==> src/logic/hrfd_params.svh <==
`ifndef HRFD_PARAMS_SVH
`define HRFD_PARAMS_SVH
`define HRFD_START 8'h7e
`define HRFD_CSUM_OK 8'hff
`define HRFD_T_LEGACY 8'h00
`define HRFD_T_ATNOW 8'h08
`define HRFD_T_ATQ 8'h09
`define HRFD_T_TX 8'h10
`define HRFD_T_ATRSP 8'h88
`define HRFD_BCAST 64'h0000_0000_0000_ffff
`define HRFD_MIN_LEGACY 16'h000b
`define HRFD_MIN_AT 16'h0004
`define HRFD_MIN_TX 16'h000e
`define HRFD_OFF_TYPE 16'h0003
`define HRFD_OFF_FID 16'h0004
`define HRFD_OFF_DST 16'h0005
`define HRFD_OFF_DST_END 16'h000c
`define HRFD_OFF_LOPT 16'h000d
`define HRFD_OFF_LPAY 16'h000e
`define HRFD_OFF_CODE 16'h0005
`define HRFD_OFF_CODE_LO 16'h0006
`define HRFD_OFF_HOPS 16'h000f
`define HRFD_OFF_TXOPT 16'h0010
`define HRFD_OFF_TPAY 16'h0011
`define HRFD_IDX_TO_OFF 16'h0003
`define HRFD_VAL_MAX 3'd4
`define HRFD_CODE_RATE 16'h4244
`define HRFD_CODE_HOPS 16'h4e48
`define HRFD_CODE_APPLY 16'h4143
`define HRFD_A_CTRL 8'h00
`define HRFD_A_STAT 8'h04
`define HRFD_A_GOOD 8'h08
`define HRFD_A_BAD 8'h0c
`define HRFD_A_RATE 8'h10
`define HRFD_A_HOPS 8'h14
`define HRFD_RST_RATE 32'h0000_0003
`define HRFD_RST_HOPS 8'h07
`define HRFD_RST_EN 1'b1
`endif

==> src/logic/hrfd_pkg.sv <==
package hrfd_pkg;
    typedef enum logic [1:0] {
        ST_IDLE = 2'b00,
        ST_LENH = 2'b01,
        ST_LENL = 2'b10,
        ST_BODY = 2'b11
    } hrfd_state_t;

    typedef struct packed {
        logic [7:0] ftype;
        logic [7:0] fid;
        logic [63:0] dest;
        logic [7:0] opts;
        logic [7:0] hops;
        logic resp_due;
        logic bcast;
    } hrfd_frame_t;

    typedef struct packed {
        hrfd_state_t st;
        logic [15:0] len;
        logic [15:0] idx;
        logic [7:0] sum;
        hrfd_frame_t cur;
        hrfd_frame_t out;
        logic [15:0] code;
        logic [31:0] val;
        logic [2:0] nval;
        logic frm_valid;
        logic frm_err;
        logic pay_valid;
        logic [7:0] pay_data;
        logic [15:0] stg_code;
        logic [31:0] stg_val;
        logic stg_pend;
        logic [31:0] rate;
        logic [7:0] hop_lim;
        logic en;
        logic [15:0] good;
        logic [15:0] bad;
        logic par_set;
        logic par_query;
        logic [15:0] par_code;
        logic [31:0] par_val;
        logic [31:0] prdata;
    } hrfd_regs_t;
endpackage

==> src/logic/hrfd_decoder.sv <==
// Local design decisions: register access over APB and the address map.
`timescale 1ns/1ps
`default_nettype none
`include "hrfd_params.svh"

module hrfd_decoder (
    input wire logic CLOCK,
    input wire logic RST_N,
    input wire logic PSEL,
    input wire logic PENABLE,
    input wire logic PWRITE,
    input wire logic [7:0] PADDR,
    input wire logic [31:0] PWDATA,
    output logic [31:0] PRDATA,
    output logic PREADY,
    output logic PSLVERR,
    input wire logic RX_VALID,
    input wire logic [7:0] RX_DATA,
    output logic FRM_VALID,
    output logic FRM_ERR,
    output hrfd_pkg::hrfd_frame_t FRM,
    output logic PAY_VALID,
    output logic [7:0] PAY_DATA,
    output logic PAR_SET,
    output logic PAR_QUERY,
    output logic [15:0] PAR_CODE,
    output logic [31:0] PAR_VAL,
    output logic [31:0] SERIAL_RATE,
    output logic [7:0] HOP_LIMIT
);
    import hrfd_pkg::*;

    hrfd_regs_t r_r;
    hrfd_regs_t r_nxt;
    logic [15:0] off;
    logic [7:0] sum_nxt;
    logic hit;
    logic is_at;
    logic is_tx;
    logic len_ok;
    logic opt_ok;

    // Only the active copies drive the rest of the device; staged values never leak out
    function automatic hrfd_regs_t apply(input hrfd_regs_t s, input logic [15:0] c, input logic [31:0] v);
        hrfd_regs_t t;
        t = s;
        if (c == `HRFD_CODE_RATE) begin
            t.rate = v;
        end else if (c == `HRFD_CODE_HOPS) begin
            t.hop_lim = v[7:0];
        end
        t.par_set = 1'b1;
        t.par_code = c;
        t.par_val = v;
        return t;
    endfunction

    assign off = r_r.idx + `HRFD_IDX_TO_OFF;
    assign sum_nxt = r_r.sum + RX_DATA;
    assign is_at = (r_r.cur.ftype == `HRFD_T_ATNOW) || (r_r.cur.ftype == `HRFD_T_ATQ);
    assign is_tx = (r_r.cur.ftype == `HRFD_T_TX);
    assign hit = (PADDR == `HRFD_A_CTRL) || (PADDR == `HRFD_A_STAT) || (PADDR == `HRFD_A_GOOD)
        || (PADDR == `HRFD_A_BAD) || (PADDR == `HRFD_A_RATE) || (PADDR == `HRFD_A_HOPS);

    always_comb begin
        if (r_r.cur.ftype == `HRFD_T_LEGACY) begin
            len_ok = r_r.len >= `HRFD_MIN_LEGACY;
        end else if (is_tx) begin
            len_ok = r_r.len >= `HRFD_MIN_TX;
        end else begin
            len_ok = (r_r.len >= `HRFD_MIN_AT) && (r_r.nval <= `HRFD_VAL_MAX);
        end
        if (is_tx) begin
            opt_ok = (r_r.cur.opts[5:4] == 2'b00) && (r_r.cur.opts[7:6] != 2'b00);
        end else if (r_r.cur.ftype == `HRFD_T_LEGACY) begin
            opt_ok = r_r.cur.opts[7:1] == 7'h00;
        end else begin
            opt_ok = 1'b1;
        end
    end

    ////////////////////////////////////////////////////////////////////////////
    always_comb begin
        r_nxt = r_r;
        r_nxt.frm_valid = 1'b0;
        r_nxt.frm_err = 1'b0;
        r_nxt.pay_valid = 1'b0;
        r_nxt.par_set = 1'b0;
        r_nxt.par_query = 1'b0;
        // Read data is latched in the setup phase so it stands for the whole access
        if (PSEL && !PENABLE) begin
            if (PADDR == `HRFD_A_CTRL) begin
                r_nxt.prdata = {31'h0000_0000, r_r.en};
            end else if (PADDR == `HRFD_A_STAT) begin
                r_nxt.prdata = {16'h0000, r_r.out.ftype, 7'h00, r_r.stg_pend};
            end else if (PADDR == `HRFD_A_GOOD) begin
                r_nxt.prdata = {16'h0000, r_r.good};
            end else if (PADDR == `HRFD_A_BAD) begin
                r_nxt.prdata = {16'h0000, r_r.bad};
            end else if (PADDR == `HRFD_A_RATE) begin
                r_nxt.prdata = r_r.rate;
            end else if (PADDR == `HRFD_A_HOPS) begin
                r_nxt.prdata = {24'h00_0000, r_r.hop_lim};
            end else begin
                r_nxt.prdata = 32'h0000_0000;
            end
        end
        // Software writes go first so a frame applied in the same cycle wins
        if (PSEL && PENABLE && PWRITE) begin
            if (PADDR == `HRFD_A_CTRL) begin
                r_nxt.en = PWDATA[0];
            end else if (PADDR == `HRFD_A_RATE) begin
                r_nxt.rate = PWDATA;
            end else if (PADDR == `HRFD_A_HOPS) begin
                r_nxt.hop_lim = PWDATA[7:0];
            end
        end
        if (!r_r.en) begin
            r_nxt.st = ST_IDLE;
        end else if (RX_VALID) begin
            case (r_r.st)
                ST_IDLE: begin
                    // Bytes before a start byte are dropped
                    if (RX_DATA == `HRFD_START) begin
                        r_nxt.st = ST_LENH;
                    end
                end
                ST_LENH: begin
                    r_nxt.len[15:8] = RX_DATA;
                    r_nxt.st = ST_LENL;
                end
                ST_LENL: begin
                    r_nxt.len[7:0] = RX_DATA;
                    r_nxt.idx = 16'h0000;
                    r_nxt.sum = 8'h00;
                    r_nxt.cur = '0;
                    r_nxt.code = 16'h0000;
                    r_nxt.val = 32'h0000_0000;
                    r_nxt.nval = 3'd0;
                    r_nxt.st = ST_BODY;
                end
                ST_BODY: begin
                    r_nxt.sum = sum_nxt;
                    r_nxt.idx = r_r.idx + 16'h0001;
                    if (r_r.idx == r_r.len) begin
                        // This byte is the checksum
                        r_nxt.st = ST_IDLE;
                        if (sum_nxt == `HRFD_CSUM_OK && len_ok && opt_ok
                            && (is_at || is_tx || r_r.cur.ftype == `HRFD_T_LEGACY)) begin
                            r_nxt.frm_valid = 1'b1;
                            r_nxt.good = r_r.good + 16'h0001;
                            r_nxt.out = r_r.cur;
                            r_nxt.out.resp_due = r_r.cur.fid != 8'h00;
                            r_nxt.out.bcast = (!is_at) && (r_r.cur.dest == `HRFD_BCAST);
                            if (is_tx && r_r.cur.hops == 8'h00) begin
                                r_nxt.out.hops = r_r.hop_lim;
                            end
                            if (is_at) begin
                                r_nxt.out.dest = 64'h0;
                                r_nxt.out.opts = 8'h00;
                            end
                            if (r_r.cur.ftype == `HRFD_T_ATNOW) begin
                                // Pending value first, so this frame's own value lands last
                                if (r_r.stg_pend) begin
                                    r_nxt = apply(r_nxt, r_r.stg_code, r_r.stg_val);
                                    r_nxt.stg_pend = 1'b0;
                                end
                                if (r_r.nval != 3'd0) begin
                                    r_nxt = apply(r_nxt, r_r.code, r_r.val);
                                end else if (r_r.code != `HRFD_CODE_APPLY) begin
                                    r_nxt.par_query = 1'b1;
                                    r_nxt.par_code = r_r.code;
                                end
                            end else if (r_r.cur.ftype == `HRFD_T_ATQ) begin
                                if (r_r.code == `HRFD_CODE_APPLY) begin
                                    if (r_r.stg_pend) begin
                                        r_nxt = apply(r_nxt, r_r.stg_code, r_r.stg_val);
                                    end
                                    r_nxt.stg_pend = 1'b0;
                                end else if (r_r.nval != 3'd0) begin
                                    // One staging slot only: a second queued value replaces the first
                                    r_nxt.stg_code = r_r.code;
                                    r_nxt.stg_val = r_r.val;
                                    r_nxt.stg_pend = 1'b1;
                                end else begin
                                    r_nxt.par_query = 1'b1;
                                    r_nxt.par_code = r_r.code;
                                end
                            end
                        end else begin
                            r_nxt.frm_err = 1'b1;
                            r_nxt.bad = r_r.bad + 16'h0001;
                        end
                    end else if (off == `HRFD_OFF_TYPE) begin
                        r_nxt.cur.ftype = RX_DATA;
                    end else if (off == `HRFD_OFF_FID) begin
                        r_nxt.cur.fid = RX_DATA;
                    end else if (is_at) begin
                        if (off == `HRFD_OFF_CODE || off == `HRFD_OFF_CODE_LO) begin
                            r_nxt.code = {r_r.code[7:0], RX_DATA};
                        end else begin
                            // Shifting in keeps zero-padded forms equal
                            r_nxt.val = {r_r.val[23:0], RX_DATA};
                            if (r_r.nval != 3'd7) begin
                                r_nxt.nval = r_r.nval + 3'd1;
                            end
                        end
                    end else if (off >= `HRFD_OFF_DST && off <= `HRFD_OFF_DST_END) begin
                        r_nxt.cur.dest = {r_r.cur.dest[55:0], RX_DATA};
                    end else if (r_r.cur.ftype == `HRFD_T_LEGACY) begin
                        if (off == `HRFD_OFF_LOPT) begin
                            r_nxt.cur.opts = RX_DATA;
                        end else begin
                            r_nxt.pay_valid = 1'b1;
                            r_nxt.pay_data = RX_DATA;
                        end
                    end else if (is_tx) begin
                        if (off == `HRFD_OFF_HOPS) begin
                            r_nxt.cur.hops = RX_DATA;
                        end else if (off == `HRFD_OFF_TXOPT) begin
                            r_nxt.cur.opts = RX_DATA;
                        end else if (off >= `HRFD_OFF_TPAY) begin
                            r_nxt.pay_valid = 1'b1;
                            r_nxt.pay_data = RX_DATA;
                        end
                    end
                end
                default: begin
                    r_nxt.st = ST_IDLE;
                end
            endcase
        end
    end

    always_ff @(posedge CLOCK or negedge RST_N) begin
        if (!RST_N) begin
            r_r <= '0;
            r_r.rate <= `HRFD_RST_RATE;
            r_r.hop_lim <= `HRFD_RST_HOPS;
            r_r.en <= `HRFD_RST_EN;
        end else begin
            r_r <= r_nxt;
        end
    end

    ////////////////////////////////////////////////////////////////////////////
    assign PRDATA = r_r.prdata;
    assign PREADY = 1'b1;
    assign PSLVERR = PSEL && PENABLE && !hit;
    assign FRM_VALID = r_r.frm_valid;
    assign FRM_ERR = r_r.frm_err;
    assign FRM = r_r.out;
    assign PAY_VALID = r_r.pay_valid;
    assign PAY_DATA = r_r.pay_data;
    assign PAR_SET = r_r.par_set;
    assign PAR_QUERY = r_r.par_query;
    assign PAR_CODE = r_r.par_code;
    assign PAR_VAL = r_r.par_val;
    assign SERIAL_RATE = r_r.rate;
    assign HOP_LIMIT = r_r.hop_lim;
endmodule // hrfd_decoder
`default_nettype wire

==> config.mk <==
export PLATFORM = sky130hd
export DESIGN_NAME = hrfd_decoder
export DESIGN_NICKNAME = d
export VERILOG_FILES = /design/src/logic/hrfd_pkg.sv /design/src/logic/hrfd_decoder.sv
export VERILOG_INCLUDE_DIRS = /design/src /design/src/logic
export SDC_FILE = /design/constraint.sdc
export NUM_CORES = 1
export LEC_CHECK = 0
export BUFFER_PORTS_ARGS = -buffer_cell sky130_fd_sc_hd__buf_2
export CAP_MARGIN = 10
export CORE_AREA = 2 2 207 361
export CTS_BUF_LIST = sky130_fd_sc_hd__clkbuf_4
export CTS_CLUSTER_DIAMETER = 60
export DETAILED_ROUTE_END_ITERATION = 10
export DIE_AREA = 0 0 209 363
export HOLD_SLACK_MARGIN = 0.06
export PLACE_DENSITY = 0.64
export SETUP_SLACK_MARGIN = 0.2
export SKIP_CTS_REPAIR_TIMING = 1
export SYNTH_ARGS = -nofsm -noshare
export SYNTH_HDL_FRONTEND = slang
export SYNTH_SLANG_ARGS = --single-unit
==> constraint.sdc <==
create_clock -name CLOCK -period 3.75 [get_ports CLOCK]
set_clock_uncertainty 0.2 [all_clocks]
set_input_delay 0.75 -clock CLOCK [delete_from_list [all_inputs] [get_ports CLOCK]]
set_output_delay 0.75 -clock CLOCK [all_outputs]
set_load 0.01 [all_outputs]
==> out/summary.md <==
* 0 — remaining design rule violation count
* 2,547 — Net Count, Synth
* 20.45% — GRT Util Overall
* input pin — CP Launch Type
* 0.60 ns — CP peak stage delay
* 3.764 ns — fin crit period
* 3 — number of antenna violations at the first check in global routing
* 2,782 — number of nets in the layout
* 34.65% — Initial Util
* 19,980 — routed via count
* 88 — number of unique standard cell types used by synthesis
* 49.73% — post-synthesis sequential area ratio
* 4 — Buffers & Inverters on Critical Path
* -0.01450 ns — Final WS setup
* sky130_fd_sc_hd__dfrtp_1 49%, sky130_fd_sc_hd__buf_4 6.8%, sky130_fd_sc_hd__a22o_1 4.9% — top post-synthesis cells by area
* 285 — number of buffers inserted by port buffering
* sky130_fd_sc_hd__dlygate4sd3_1 — cell with the largest stage delay on the worst path
* 1,567 — first-iteration detailed-routing DRC count
* 0 — final number of hold-violating endpoints
* 4.40 ns — arrival time reported for the critical path endpoint
* sky130_fd_sc_hd__clkbuf_4 — cell at the root of the clock tree
* sky130_fd_sc_hd__dfrtp_1 — top_reg_cell synth
* r_r[462] — startpoint of the worst register-to-register path
* 131 — Cell Rows
* 14.44 nW — leakage power total
* 0.97 ns — clock latency reported for the late side of the worst-skew pair
* 40.56% — Layout Utilization
* 167.6 uV — peak ir drop on the vdd network
* 0.8720 — Routability Congestion
* RX_DATA[4] — Hold Startpoint
* 27.10% — share of final-layout standard cells stronger than drive strength 1
* sky130_fd_sc_hd__dfrtp_1 — Synth area leader
* 10 — count of endpoints failing setup in the final report
* 100.4% — fin crit share
* 17.06% — synthesis-to-finish area growth
* complete, but fails checks — result of the run
* 5.351 — routed via count divided by cell count
* 88 — crit-path max FO
* 89 — pin count of the biggest net entering global routing
* 4.38 ns — CP required
* 0.07587 mm^2 — Die Outline Area
* 3 — total number of H-tree levels
* 502 — number of synthesized register bits
* in -> reg — Worst Setup Path Type
* 0.07294 mm^2 — core box area
* 5 — DRT Pass-1 Iters
* RX_DATA[0] — crit path launch
* setup timing — violations in the final reports
* 56,620 um — detailed-placement wirelength estimate
* 21.07 um — average routed wire per standard cell
* 0.07 ns — clock transition at the register clock pins on the worst setup and hold paths after CTS
* 287 — number of top-level pins
* yes — setup repair after global routing missed its margin
* 0 — antenna violation net count after detailed routing
* done — clock tree from TritonCTS
* 0 — Pins Over Slew Limit
* 120,300 um — global-route wire length before repair
* 363 um — Die H
* 209 um — die width
* 3 — Max Root-Sink Buffers
* 1.084 ns — Worst Tran Pin Value
* 0.2656 GHz — maximum clock rate
* 502 — clk sinks
* 0.1140 ns — final worst hold slack
* 119 — total CTS buffers
* 0 — residual overflow from global routing
* in -> reg — path category of the worst min-delay check
* flop — Crit. End Element
* 78,670 um — post-detailed-routing wire length
* 10.23 um^2 — average instance area after synthesis
* 352.2 mW/mm^2 — cell area power density
* 0 — number of flops mapped to enable cells by yosys
* 2,470 — instance count of the mapped netlist
* 100.0% — Post-synth ARST share
* 0.02527 mm^2 — cell area after synthesis
* 27.22% — Rel. slew slack
* 0 — count of max-cap constraint violations
* 19,950 — number of global-route vias before repair
* -0.08151 ns — total negative setup slack
* 0 — number of synthesis warnings
* buf_2, dlygate4sd3_1, ha_4, fa_2, a211oi_2, or2_1, o2111ai_1, or4_4, buf_6, or4_4, buf_12, nand2_1, nand2_1 — series of cell instances along the critical path
* 49.11% — Yosys top cell area share
* simple AND/OR/NAND/NOR gates — category of cells accounting for the largest share of critical-path delay
## per-layer routing
| metal | up-vias | GRT usage (%) | wire (um) |
|---|---|---|---|
| li1 | 9257 | - | - |
| met1 | 9866 | 23.91 | 31220 |
| met2 | 684 | 36.24 | 40170 |
| met3 | 173 | 3.886 | 4215 |
| met4 | 0 | 9.244 | 3064 |
| met5 | - | 0 | 0 |
## power by group
part           internal [W]  switching (W)  leakage (nW)
clock               0.00232        0.00234         0.917
sequential          0.00542      0.0000102          6.74
combinational      0.000119       0.000209          6.78
total               0.00786        0.00256          14.4
## cell families after synthesis
kind of cell    Yosys count  share of synthesized area, %
compound gates          610                         17.59
xor+xnor                 56                         1.941
fa+ha+maj                23                         1.168
buf+inv                 445                         10.18
flops                   502                         49.73
mux                     150                         6.238
other cells               1                       0.01484
simple gates            683                         13.13
## sequential cells by signal (all words and copies together) (netlist names), named ones only
name	cells
FRM	98
FRM_ERR	1
FRM_VALID	1
HOP_LIMIT	8
PAR_CODE	16
PAR_QUERY	1
PAR_SET	1
PAR_VAL	32
PAY_DATA	8
PAY_VALID	1
PRDATA	32
SERIAL_RATE	32
r_r	223
## cell usage after synthesis (10+ instances only)
cell type	number
sky130_fd_sc_hd__a31oi_1	11
sky130_fd_sc_hd__buf_1	11
sky130_fd_sc_hd__buf_2	19
sky130_fd_sc_hd__and2_1	16
sky130_fd_sc_hd__and3_1	25
sky130_fd_sc_hd__nor3b_1	13
sky130_fd_sc_hd__buf_4	230
sky130_fd_sc_hd__o21ai_0	124
sky130_fd_sc_hd__nand2_1	301
sky130_fd_sc_hd__a22o_1	140
sky130_fd_sc_hd__clkbuf_1	118
sky130_fd_sc_hd__nand4_1	30
sky130_fd_sc_hd__nor2b_1	10
sky130_fd_sc_hd__mux2_1	13
sky130_fd_sc_hd__o21ai_1	16
sky130_fd_sc_hd__nand2b_1	10
sky130_fd_sc_hd__o22ai_1	41
sky130_fd_sc_hd__a22oi_1	42
sky130_fd_sc_hd__nand3_1	99
sky130_fd_sc_hd__dfrtp_1	496
sky130_fd_sc_hd__mux2_2	47
sky130_fd_sc_hd__a21o_1	41
sky130_fd_sc_hd__a2bb2oi_1	33
sky130_fd_sc_hd__mux2i_1	90
sky130_fd_sc_hd__nor3_1	32
sky130_fd_sc_hd__inv_1	64
sky130_fd_sc_hd__nor2_1	72
sky130_fd_sc_hd__ha_1	22
sky130_fd_sc_hd__nor4_1	29
sky130_fd_sc_hd__xor2_1	19
sky130_fd_sc_hd__a21oi_1	44
sky130_fd_sc_hd__xnor2_1	37
sky130_fd_sc_hd__a221oi_1	10
sky130_fd_sc_hd__o2bb2ai_1	29
sky130_fd_sc_hd__o31ai_1	15
## placed cells by master (no fill, tap or decap), types with 9 or more instances in the layout
master                            n
sky130_fd_sc_hd__dlygate4sd3_1   41
sky130_fd_sc_hd__a221oi_1        10
sky130_fd_sc_hd__a22o_1         140
sky130_fd_sc_hd__nand2_1        298
sky130_fd_sc_hd__mux2_4          10
sky130_fd_sc_hd__nor3_1          25
sky130_fd_sc_hd__o21ai_0        104
sky130_fd_sc_hd__mux2_2          44
sky130_fd_sc_hd__xnor2_1         37
sky130_fd_sc_hd__a31oi_1         11
sky130_fd_sc_hd__o2bb2ai_1       28
sky130_fd_sc_hd__a21oi_1         43
sky130_fd_sc_hd__buf_4          128
sky130_fd_sc_hd__nor2_1          68
sky130_fd_sc_hd__o21ai_1         34
sky130_fd_sc_hd__mux2i_1         90
sky130_fd_sc_hd__nor4_1          27
sky130_fd_sc_hd__and2_1          16
sky130_fd_sc_hd__nand4_1         30
sky130_fd_sc_hd__nor2b_1          9
sky130_fd_sc_hd__buf_12          28
sky130_fd_sc_hd__buf_2          284
sky130_fd_sc_hd__ha_1            20
sky130_fd_sc_hd__clkinv_1        35
sky130_fd_sc_hd__a22oi_1         42
sky130_fd_sc_hd__inv_1           64
sky130_fd_sc_hd__o31ai_1         11
sky130_fd_sc_hd__nand3_1         98
sky130_fd_sc_hd__xor2_1          19
sky130_fd_sc_hd__nor3b_1         12
sky130_fd_sc_hd__a2bb2oi_1       28
sky130_fd_sc_hd__a21o_1          41
sky130_fd_sc_hd__nand2b_1         9
sky130_fd_sc_hd__clkbuf_4       173
sky130_fd_sc_hd__o22ai_1         41
sky130_fd_sc_hd__o22a_1           9
sky130_fd_sc_hd__dfrtp_1        496
sky130_fd_sc_hd__and3_1          25
## metrics by stage
step	total power [W]	area, um^2	cells	setup slack, ns
6_report	0.01042	29590	3734	-0.01450
5_1_grt	0.01089	29590	3734	-0.06908
4_1_cts	0.01055	28900	3682	0.05603
3_5_place_dp	0.005833	27340	3465	-0.4035
3_3_place_gp	0.005831	27340	3465	-0.3603
2_1_floorplan	0.005602	25620	2470	-0.02224
## worst paths after layout
check / depth (start not counted) / slack (ns) / end
setup / recovery: 13 / -0.01 / FRM[32]
hold / removal: 3 / 0.11 / r_r[378]
setup reg to reg: 11 / 0.08 / FRM[32]
hold reg to reg: 2 / 0.26 / FRM[18]
max in group asynchronous: 3 / 2.21 / PRDATA[11]
min in group asynchronous: 2 / 0.21 / PAR_VAL[29]
## tightest hold or removal path: stages
cell	delay, ns
sky130_fd_sc_hd__buf_2	0.13
sky130_fd_sc_hd__buf_4	0.20
sky130_fd_sc_hd__a21o_1	0.13
## area by class of cell
type | count | area, um^2
Timing Repair Buffer | 494 | 3578
Clock buffer | 173 | 1299
Antenna cell | 2 | 5.005
Multi-Input combinational cell | 1523 | 10460
Inverter | 65 | 244.0
Fill cell | 7088 | 43350
Sequential cell | 502 | 12570
Tap cell | 931 | 1165
Clock inverter | 44 | 261.5
Note: power is estimated with default switching activity, not from simulation.
